===== src/reset_cause_pkg.sv =====
// shared offsets, field positions, reset values and carrier types
package reset_cause_pkg;
  localparam int unsigned ADDR_W = 8;
  localparam int unsigned DATA_W = 8;

  localparam logic [7:0] OFF_RESET_CAUSE_ONE = 8'h08;
  localparam logic [7:0] OFF_RESET_CAUSE_TWO = 8'h09;
  localparam logic [7:0] OFF_POWER_MONITOR_IRQ_MASK = 8'h0b;
  localparam logic [7:0] OFF_POWER_SOURCE_IRQ_MASK = 8'h0c;
  localparam logic [7:0] OFF_RESET_CAUSE_ONE_MASK = 8'h11;
  localparam logic [7:0] OFF_RESET_CAUSE_TWO_MASK = 8'h12;

  localparam logic [7:0] RST_RESET_CAUSE_ONE = 8'h00;
  localparam logic [7:0] RST_RESET_CAUSE_TWO = 8'h00;
  localparam logic [7:0] RST_POWER_MONITOR_IRQ_MASK = 8'h14;
  localparam logic [7:0] RST_POWER_SOURCE_IRQ_MASK = 8'h78;
  localparam logic [7:0] RST_RESET_CAUSE_ONE_MASK = 8'h30;
  localparam logic [7:0] RST_RESET_CAUSE_TWO_MASK = 8'h02;

  // field positions
  localparam int unsigned BIT_BUTTON_FORCED = 5;
  localparam int unsigned BIT_REGULATOR_FAULT = 4;
  localparam int unsigned BIT_CRITICAL_HEAT = 1;
  localparam int unsigned BIT_ADAPTER_SUPPLY = 4;
  localparam int unsigned BIT_CRITICAL_SUPPLY = 2;
  localparam int unsigned BIT_SECOND_CELL_LOW = 6;
  localparam int unsigned BIT_FIRST_CELL_LOW = 5;
  localparam int unsigned BIT_ADAPTER_DETECT = 4;
  localparam int unsigned BIT_CHIP_HOT = 3;

  // writable bits per register; all others reserved
  localparam logic [7:0] WMASK_RESET_CAUSE_ONE = 8'h30;
  localparam logic [7:0] WMASK_RESET_CAUSE_TWO = 8'h02;
  localparam logic [7:0] WMASK_POWER_MONITOR = 8'h14;
  localparam logic [7:0] WMASK_POWER_SOURCE = 8'h78;

  localparam int unsigned SYNC_STAGES = 2;
  localparam int unsigned CAUSE_COUNT = 3;

  typedef struct packed {
    logic wr;
    logic rd;
    logic [ADDR_W-1:0] addr;
    logic [DATA_W-1:0] wdata;
  } reg_req_t;

  typedef struct packed {
    logic button_forced;
    logic regulator_fault;
    logic critical_heat;
  } reset_cause_t;

  typedef struct packed {
    logic adapter_supply;
    logic critical_supply;
  } pmu_pend_t;

  typedef struct packed {
    logic second_cell_low;
    logic first_cell_low;
    logic adapter_detect;
    logic chip_hot;
  } pwrsrc_pend_t;

  typedef struct packed {
    logic reset_sum;
    logic pmu_sum;
    logic pwrsrc_sum;
  } irq_sum_t;
endpackage : reset_cause_pkg


===== src/level_sync.sv =====
// two-stage synchroniser for a vector of asynchronous levels
`timescale 1ns/1ns
module level_sync #(
  parameter int unsigned WIDTH = 3
) (
  input wire logic i_clk_sys,
  input wire logic i_rst_n,
  input wire logic [WIDTH-1:0] i_async,
  output logic [WIDTH-1:0] o_sync
);
  logic [WIDTH-1:0] meta_r;
  logic [WIDTH-1:0] sync_r;

  // elaboration check: an empty vector has nothing to carry
  if (WIDTH < 1) begin : g_bad_width
    $error("level_sync width must be at least one");
  end

  for (genvar g = 0; g < WIDTH; g++) begin : g_bit
    always_ff @(posedge i_clk_sys or negedge i_rst_n) begin
      if (!i_rst_n) begin
        meta_r[g] <= 1'b0;
        sync_r[g] <= 1'b0;
      end else begin
        meta_r[g] <= i_async[g];
        sync_r[g] <= meta_r[g];
      end
    end
  end

  assign o_sync = sync_r;
endmodule : level_sync


===== src/reset_cause_irq_mask_regs.sv =====
// emergency reset cause flags and interrupt mask registers
`timescale 1ns/1ns
// What this block does
// - button hold reset sets cause one bit 5
// - regulator fault reset sets cause one bit 4
// - critical heat shutdown sets cause two bit 1
// - button reset mask, bit 5, resets masked
// - regulator fault mask, bit 4, resets masked
// - critical heat mask, bit 1, resets masked
// - adapter supply mask, monitor bit 4
// - critical supply mask, monitor bit 2
// - cell low masks, source bits 6, 5
// - adapter detect mask, source bit 4
// - chip hot mask, source bit 3
module reset_cause_irq_mask_regs (
  input wire logic i_clk_sys,
  input wire logic i_rst_n,
  input wire reset_cause_pkg::reg_req_t i_req,
  input wire reset_cause_pkg::reset_cause_t i_cause,
  input wire reset_cause_pkg::pmu_pend_t i_pmu_pend,
  input wire reset_cause_pkg::pwrsrc_pend_t i_pwrsrc_pend,
  output logic [reset_cause_pkg::DATA_W-1:0] o_rd_data,
  output reset_cause_pkg::irq_sum_t o_irq_sum,
  output logic o_irq
);
  import reset_cause_pkg::*;

  reset_cause_t cause_s;
  logic [7:0] cause_one_r, cause_one_nxt;
  logic [7:0] cause_two_r, cause_two_nxt;
  logic [7:0] pmu_mask_r, pmu_mask_nxt;
  logic [7:0] src_mask_r, src_mask_nxt;
  logic [7:0] one_mask_r, one_mask_nxt;
  logic [7:0] two_mask_r, two_mask_nxt;
  logic [7:0] rd_data_r, rd_data_nxt;
  irq_sum_t sum_r, sum_nxt;
  logic [7:0] pmu_pend_v;
  logic [7:0] src_pend_v;

  level_sync #(
    .WIDTH(CAUSE_COUNT)
  ) u_cause_sync (
    .i_clk_sys(i_clk_sys),
    .i_rst_n(i_rst_n),
    .i_async(i_cause),
    .o_sync(cause_s)
  );

  always_comb begin
    pmu_pend_v = 8'h00;
    pmu_pend_v[BIT_ADAPTER_SUPPLY] = i_pmu_pend.adapter_supply;
    pmu_pend_v[BIT_CRITICAL_SUPPLY] = i_pmu_pend.critical_supply;
    src_pend_v = 8'h00;
    src_pend_v[BIT_SECOND_CELL_LOW] = i_pwrsrc_pend.second_cell_low;
    src_pend_v[BIT_FIRST_CELL_LOW] = i_pwrsrc_pend.first_cell_low;
    src_pend_v[BIT_ADAPTER_DETECT] = i_pwrsrc_pend.adapter_detect;
    src_pend_v[BIT_CHIP_HOT] = i_pwrsrc_pend.chip_hot;
  end

  // register writes; hardware set wins over a software clear
  always_comb begin
    cause_one_nxt = cause_one_r;
    cause_two_nxt = cause_two_r;
    pmu_mask_nxt = pmu_mask_r;
    src_mask_nxt = src_mask_r;
    one_mask_nxt = one_mask_r;
    two_mask_nxt = two_mask_r;
    if (i_req.wr) begin
      case (i_req.addr)
        OFF_RESET_CAUSE_ONE: begin
          cause_one_nxt = i_req.wdata & WMASK_RESET_CAUSE_ONE;
        end
        OFF_RESET_CAUSE_TWO: begin
          cause_two_nxt = i_req.wdata & WMASK_RESET_CAUSE_TWO;
        end
        OFF_POWER_MONITOR_IRQ_MASK: begin
          pmu_mask_nxt = i_req.wdata & WMASK_POWER_MONITOR;
        end
        OFF_POWER_SOURCE_IRQ_MASK: begin
          src_mask_nxt = i_req.wdata & WMASK_POWER_SOURCE;
        end
        OFF_RESET_CAUSE_ONE_MASK: begin
          one_mask_nxt = i_req.wdata & WMASK_RESET_CAUSE_ONE;
        end
        OFF_RESET_CAUSE_TWO_MASK: begin
          two_mask_nxt = i_req.wdata & WMASK_RESET_CAUSE_TWO;
        end
        default: begin
          cause_one_nxt = cause_one_r;
        end
      endcase
    end
    if (cause_s.button_forced) begin
      cause_one_nxt[BIT_BUTTON_FORCED] = 1'b1;
    end
    if (cause_s.regulator_fault) begin
      cause_one_nxt[BIT_REGULATOR_FAULT] = 1'b1;
    end
    if (cause_s.critical_heat) begin
      cause_two_nxt[BIT_CRITICAL_HEAT] = 1'b1;
    end
  end

  // read data and masked summaries
  always_comb begin
    rd_data_nxt = rd_data_r;
    if (i_req.rd) begin
      case (i_req.addr)
        OFF_RESET_CAUSE_ONE: rd_data_nxt = cause_one_r;
        OFF_RESET_CAUSE_TWO: rd_data_nxt = cause_two_r;
        OFF_POWER_MONITOR_IRQ_MASK: rd_data_nxt = pmu_mask_r;
        OFF_POWER_SOURCE_IRQ_MASK: rd_data_nxt = src_mask_r;
        OFF_RESET_CAUSE_ONE_MASK: rd_data_nxt = one_mask_r;
        OFF_RESET_CAUSE_TWO_MASK: rd_data_nxt = two_mask_r;
        default: rd_data_nxt = 8'h00;
      endcase
    end
    sum_nxt.reset_sum = |(cause_one_r & ~one_mask_r) | |(cause_two_r & ~two_mask_r);
    sum_nxt.pmu_sum = |(pmu_pend_v & ~pmu_mask_r);
    sum_nxt.pwrsrc_sum = |(src_pend_v & ~src_mask_r);
  end

  always_ff @(posedge i_clk_sys or negedge i_rst_n) begin
    if (!i_rst_n) begin
      cause_one_r <= RST_RESET_CAUSE_ONE;
      cause_two_r <= RST_RESET_CAUSE_TWO;
      pmu_mask_r <= RST_POWER_MONITOR_IRQ_MASK;
      src_mask_r <= RST_POWER_SOURCE_IRQ_MASK;
      one_mask_r <= RST_RESET_CAUSE_ONE_MASK;
      two_mask_r <= RST_RESET_CAUSE_TWO_MASK;
      rd_data_r <= 8'h00;
      sum_r <= '0;
    end else begin
      cause_one_r <= cause_one_nxt;
      cause_two_r <= cause_two_nxt;
      pmu_mask_r <= pmu_mask_nxt;
      src_mask_r <= src_mask_nxt;
      one_mask_r <= one_mask_nxt;
      two_mask_r <= two_mask_nxt;
      rd_data_r <= rd_data_nxt;
      sum_r <= sum_nxt;
    end
  end

  assign o_rd_data = rd_data_r;
  assign o_irq_sum = sum_r;
  assign o_irq = |sum_r;

  AST_BUTTON_SET: assert property (
    @(posedge i_clk_sys) disable iff (!i_rst_n)
    cause_s.button_forced |=> cause_one_r[BIT_BUTTON_FORCED])
    else $error("button forced flag not set");

  AST_REGULATOR_SET: assert property (
    @(posedge i_clk_sys) disable iff (!i_rst_n)
    cause_s.regulator_fault |=> cause_one_r[BIT_REGULATOR_FAULT])
    else $error("regulator fault flag not set");

  AST_HEAT_SET: assert property (
    @(posedge i_clk_sys) disable iff (!i_rst_n)
    cause_s.critical_heat |=> cause_two_r[BIT_CRITICAL_HEAT])
    else $error("critical heat flag not set");

  AST_HEAT_HOLD: assert property (
    @(posedge i_clk_sys) disable iff (!i_rst_n)
    !cause_two_r[BIT_CRITICAL_HEAT] && !cause_s.critical_heat &&
      !(i_req.wr && i_req.addr == OFF_RESET_CAUSE_TWO) |=> !cause_two_r[BIT_CRITICAL_HEAT])
    else $error("critical heat flag rose without cause");

  AST_ONE_MASK_WR: assert property (
    @(posedge i_clk_sys) disable iff (!i_rst_n)
    i_req.wr && i_req.addr == OFF_RESET_CAUSE_ONE_MASK |=>
      one_mask_r == ($past(i_req.wdata) & WMASK_RESET_CAUSE_ONE))
    else $error("cause one mask write lost");

  AST_ONE_MASK_GATE: assert property (
    @(posedge i_clk_sys) disable iff (!i_rst_n)
    (one_mask_r[BIT_REGULATOR_FAULT] && one_mask_r[BIT_BUTTON_FORCED] &&
      (cause_two_r & ~two_mask_r) == 8'h00) |=> !o_irq_sum.reset_sum)
    else $error("masked cause reached summary");

  AST_TWO_MASK_WR: assert property (
    @(posedge i_clk_sys) disable iff (!i_rst_n)
    i_req.wr && i_req.addr == OFF_RESET_CAUSE_TWO_MASK ##1 i_req.rd &&
      i_req.addr == OFF_RESET_CAUSE_TWO_MASK |=>
      o_rd_data == ($past(i_req.wdata, 2) & WMASK_RESET_CAUSE_TWO))
    else $error("cause two mask readback wrong");

  AST_PMU_GATE: assert property (
    @(posedge i_clk_sys) disable iff (!i_rst_n)
    i_pmu_pend.adapter_supply && !pmu_mask_r[BIT_ADAPTER_SUPPLY] |=> o_irq_sum.pmu_sum)
    else $error("open adapter supply cause missed");

  AST_PMU_QUIET: assert property (
    @(posedge i_clk_sys) disable iff (!i_rst_n)
    (!i_pmu_pend.adapter_supply || pmu_mask_r[BIT_ADAPTER_SUPPLY]) &&
      (!i_pmu_pend.critical_supply || pmu_mask_r[BIT_CRITICAL_SUPPLY]) |=> !o_irq_sum.pmu_sum)
    else $error("masked monitor cause reached summary");

  AST_PMU_RSVD: assert property (
    @(posedge i_clk_sys) disable iff (!i_rst_n)
    (pmu_mask_r & ~WMASK_POWER_MONITOR) == 8'h00)
    else $error("monitor mask reserved bit set");

  AST_SRC_GATE: assert property (
    @(posedge i_clk_sys) disable iff (!i_rst_n)
    (i_pwrsrc_pend.second_cell_low && !src_mask_r[BIT_SECOND_CELL_LOW]) ||
      (i_pwrsrc_pend.first_cell_low && !src_mask_r[BIT_FIRST_CELL_LOW]) ||
      (i_pwrsrc_pend.adapter_detect && !src_mask_r[BIT_ADAPTER_DETECT]) ||
      (i_pwrsrc_pend.chip_hot && !src_mask_r[BIT_CHIP_HOT]) |=> o_irq_sum.pwrsrc_sum)
    else $error("open source cause missed");

  AST_SRC_QUIET: assert property (
    @(posedge i_clk_sys) disable iff (!i_rst_n)
    (i_pwrsrc_pend & ~{src_mask_r[BIT_SECOND_CELL_LOW], src_mask_r[BIT_FIRST_CELL_LOW],
      src_mask_r[BIT_ADAPTER_DETECT], src_mask_r[BIT_CHIP_HOT]}) == 4'h0 |=>
      !o_irq_sum.pwrsrc_sum)
    else $error("masked source cause reached summary");

  AST_SRC_WR: assert property (
    @(posedge i_clk_sys) disable iff (!i_rst_n)
    i_req.wr && i_req.addr == OFF_POWER_SOURCE_IRQ_MASK |=>
      src_mask_r == ($past(i_req.wdata) & WMASK_POWER_SOURCE))
    else $error("source mask write lost");

  AST_SRC_HOLD: assert property (
    @(posedge i_clk_sys) disable iff (!i_rst_n)
    !(i_req.wr && i_req.addr == OFF_POWER_SOURCE_IRQ_MASK) |=> $stable(src_mask_r))
    else $error("source mask changed without write");

  AST_UNMAPPED_ZERO: assert property (
    @(posedge i_clk_sys) disable iff (!i_rst_n)
    i_req.rd && i_req.addr == 8'h0a |=> o_rd_data == 8'h00)
    else $error("unmapped read not zero");
endmodule : reset_cause_irq_mask_regs


===== config.mk =====
export PLATFORM = sky130hd
export DESIGN_NAME = reset_cause_irq_mask_regs
export DESIGN_NICKNAME = d
export VERILOG_FILES = /design/src/reset_cause_pkg.sv /design/src/level_sync.sv /design/src/reset_cause_irq_mask_regs.sv
export SDC_FILE = /design/constraint.sdc
export NUM_CORES = 1
export LEC_CHECK = 0
export ABC_AREA = 1
export BUFFER_PORTS_ARGS = -buffer_cell sky130_fd_sc_hd__buf_2
export CAP_MARGIN = 15
export CORE_MARGIN = 3
export CORE_UTILIZATION = 53
export DETAILED_ROUTE_END_ITERATION = 12
export GPL_ROUTABILITY_DRIVEN = 0
export GPL_TIMING_DRIVEN = 0
export PLACE_DENSITY = 0.81
export SYNTH_ARGS = -nofsm -noshare
export SYNTH_HDL_FRONTEND = slang
export SYNTH_HIERARCHICAL = 1
export SYNTH_SLANG_ARGS = --single-unit

===== constraint.sdc =====
create_clock -name i_clk_sys -period 2.5 [get_ports i_clk_sys]
set_input_delay 0 -clock i_clk_sys [delete_from_list [all_inputs] [get_ports i_clk_sys]]
set_output_delay 0 -clock i_clk_sys [all_outputs]
set_load 0.05 [all_outputs]

==> impl_results.md <==
* Worst Tran Pin Value at 0.5568 ns
* Worst slew slack as a fraction of its limit at 62.88%
* Synthesis-stage register bit count at 27
* Clock edge transition at the registers on the reported setup and hold paths at approximately 0.15 ns
* Detailed-route DRC error count at 0
* Largest family of logic cells by synthesized area: simple AND/OR/NAND/NOR gates
* Nets at 230
* Largest net degree at the start of global routing at 28
* Clock sink count at 27
* Yosys cell types at 24
* Setup clock skew after layout at 0.001306 ns
* Endpoint class of the critical path: flop
* Std cell rows at 16
* Post-synthesis sequential area ratio at 55.34%
* N_diodes at 0
* Dominant cell type by area after synthesis: sky130_fd_sc_hd__dfrtp_1
* Detailed-route wire length per cell at ~12 um
* Leading post-synthesis cells by cell area: sky130_fd_sc_hd__dfrtp_1 36%, sky130_fd_sc_hd__dfstp_2 19%, sky130_fd_sc_hd__nand2_1 13%
* Fraction of the mapped netlist area in simple logic gates at approximately 29%
* Total wire length at 2694 um
* Outcome: completed
* Vias after detailed routing at ~1100
* Total non-filler cell area in the finished layout at ~1600 um^2
* Initial drt markers at 24
* Area growth from synthesis to final layout at 32.86%
* Maximum Capacitance Violations at 0
* Global-route congestion overflow total at 0
* Library cell with the highest instance count after synthesis: sky130_fd_sc_hd__nand2_1
* Critical-path maximum fanout at 3
* Share of the synthesized area in the top cell type at 36.29%
* Portion of netlist area occupied by mux cells at 0%
* Startpoint class of the critical path: flop
* Commonest cells post-synth: 43 x sky130_fd_sc_hd__nand2_1, 18 x sky130_fd_sc_hd__dfrtp_1, 12 x sky130_fd_sc_hd__inv_1
* Series of cell instances along the critical path: inv_1, a22o_1, dlygate4sd3_1
* Compound-gate portion of the synthesized area at between 8 and 9%
* Post-synthesis instance total at between 100 and 150
* Worst min path class: primary input to flop
* Global-route wire length before repair at 4353 um
* Worst vdd rail ir drop at between 0.4 and 0.5 mV
* Setup TNS Final at 0 ns
* Total Power Consumption at roughly 0.85 mW
* Total setup violations reported at the end of the flow at 0
* Adder-Cell Fraction of Synth Area at 0%
* Floorplan die area at 2958 um^2
* Worst slack, placed at 1.564 ns
* Clock tree from TritonCTS: done
* Crit path required time at 2.73 ns
* Number of hold violations in the final report at 0
* Initial Util at 59.62%
* Worst path setup slack after routing at about 1.1 ns
* Share of final-layout standard cells stronger than drive strength 1 at 34.00%
* Total CTS buffers at 3
* Proportion of synthesized flip-flops having asynchronous set or reset at 100.0%
* Antenna violations before repair at 0
* Ratio of final minimum period to clock period at about 58%
* Final Critical Period at 1.447 ns
* DRT Pass-1 Iters at 4
* Category of cells accounting for the largest share of critical-path delay: buffers and inverters
* Count of buffers added by post-CTS timing repair for setup at 0
* CORE AREA at 2082 um^2
* Unrepaired setup endpoints after global routing: no
* Num ports at 41
* Final antenna-violating net count at 0
* Via count of the first global-routing pass at between 1000 and 1500
* Vias per std cell at 4.890
* Detailed placer's ending HPWL at 1926 um
* Number of enable-type register cells in the synthesized netlist at 0
* Bufs and invs on worst path at 2
* Average cell area after synthesis at 8.680 um^2
* Die outline width at 54.39 um
* Count of final max-slew check failures at 0
* Upper clock frequency limit at 0.6913 GHz
* Clock latency reported for the late side of the worst-skew pair at 0.33 ns
* Global-route total usage across every layer at between 20% and 30%
* Most used DFF post-synth: sky130_fd_sc_hd__dfrtp_1
* Leakage component of the power at 0.8676 nW
* Cell Area, Placed at 1459 um^2
* Mapped cell area at 1241 um^2
* XOR/XNOR Fraction of Synth Area at 0%
* Buffer type at the clock tree root: sky130_fd_sc_hd__clkbuf_4
* Power per cell area at 516.9 nW/um^2
* Critical-path top delay cell: sky130_fd_sc_hd__dfstp_2
* Critical Setup Path Class: flop to flop
* Clk buf depth at 2
* H-tree lvl count at 1
* Y dimension of the die at 54.39 um
* Port bufs at 36
* Synth warn at 6
* Largest stage delay on the critical path at 0.55 ns
* Data arrival time at the worst-slack endpoint at 1.68 ns
## layout by cell type (no fill, tap or decap), drive strengths merged
cell type     n
or3           1
buf          38
nand3        11
o21ai        12
nand2        48
clkinv        2
dlygate4sd3  16
dfstp         9
a21oi         3
a22o          1
inv          17
nand4         1
nor2         12
clkbuf        3
dfrtp        18
and2          1
conb          2
nor3          1
o31ai         3
clkinvlp      1
## per-stage QoR
step                util, %  cells  hold WS, ns
floorplan                 -    144      -0.2956
global placement      70.07    207      0.02381
detailed placement    70.07    207      0.03131
CTS                   79.21    227      0.06515
global route          79.21    227      0.09948
finish                79.21    227      0.06370
## worst register-to-register path: cells and delay by family (launching register included)
family | cells | cell delay, ns
buffers and inverters | 2 | 0.60
DFF | 1 | 0.55
AOI/OAI and AO/OA | 1 | 0.19
## per-layer routing
metal,vias to the layer above,global-route usage [%],share of wire (%)
met5,-,0,0
met4,0,10.79,2.9
met3,8,3.270,5.3
met2,31,39.24,54
met1,510,22.57,38
li1,561,-,-
## final cells by class
class	instances	area [um^2]
timing repair buffer	52	340.3
buffer	2	15.01
tap	27	33.78
clock buffer	3	22.52
fill	142	432.9
sequential	27	686.9
inverter	19	71.32
clock inverter	1	7.507
multi-input combinational	96	471.7
## final timing paths
check	from	end	slack, ns	depth (start not counted)
setup / recovery	pmu_mask_r[2]	o_irq_sum[1]	1.05	3
hold / removal	i_req[9]	o_rd_data[2]	0.06	5
setup reg to reg	pmu_mask_r[2]	o_irq_sum[1]	1.05	3
hold reg to reg	u_cause_sync/meta_r[2]	u_cause_sync/o_sync[2]	0.37	0
max in group asynchronous	i_rst_n	one_mask_r[5]	1.95	2
min in group asynchronous	i_rst_n	o_rd_data[1]	0.17	2
## registers in the layout (all words and copies together) (netlist names)
| name | cells |
|---|---|
| cause_one_r | 2 |
| cause_two_r | 1 |
| o_irq_sum | 3 |
| o_rd_data | 6 |
| one_mask_r | 2 |
| pmu_mask_r | 2 |
| src_mask_r | 4 |
| two_mask_r | 1 |
| u_cause_sync/meta_r | 3 |
| u_cause_sync/o_sync | 3 |
## cells by family after synthesis
logic type,count (synthesis)
AOI/OAI and AO/OA,19
buffers and inverters,21
DFF,27
other,1
and+or+nand+nor,75
## repair_timing
item	in CTS	in global routing
endpoints found under the hold margin	38	0
hold buffers	16	0
gates resized for setup	0	0
## report_power, final
part | total (mW) | leakage, nW | internal, mW | switching, mW
logic | 0.179 | 0.539 | 0.0626 | 0.116
registers | 0.480 | 0.314 | 0.470 | 0.00982
clock network | 0.194 | 0.0139 | 0.0613 | 0.132
total | 0.852 | 0.868 | 0.594 | 0.258
(Power assumes the default switching activity.)
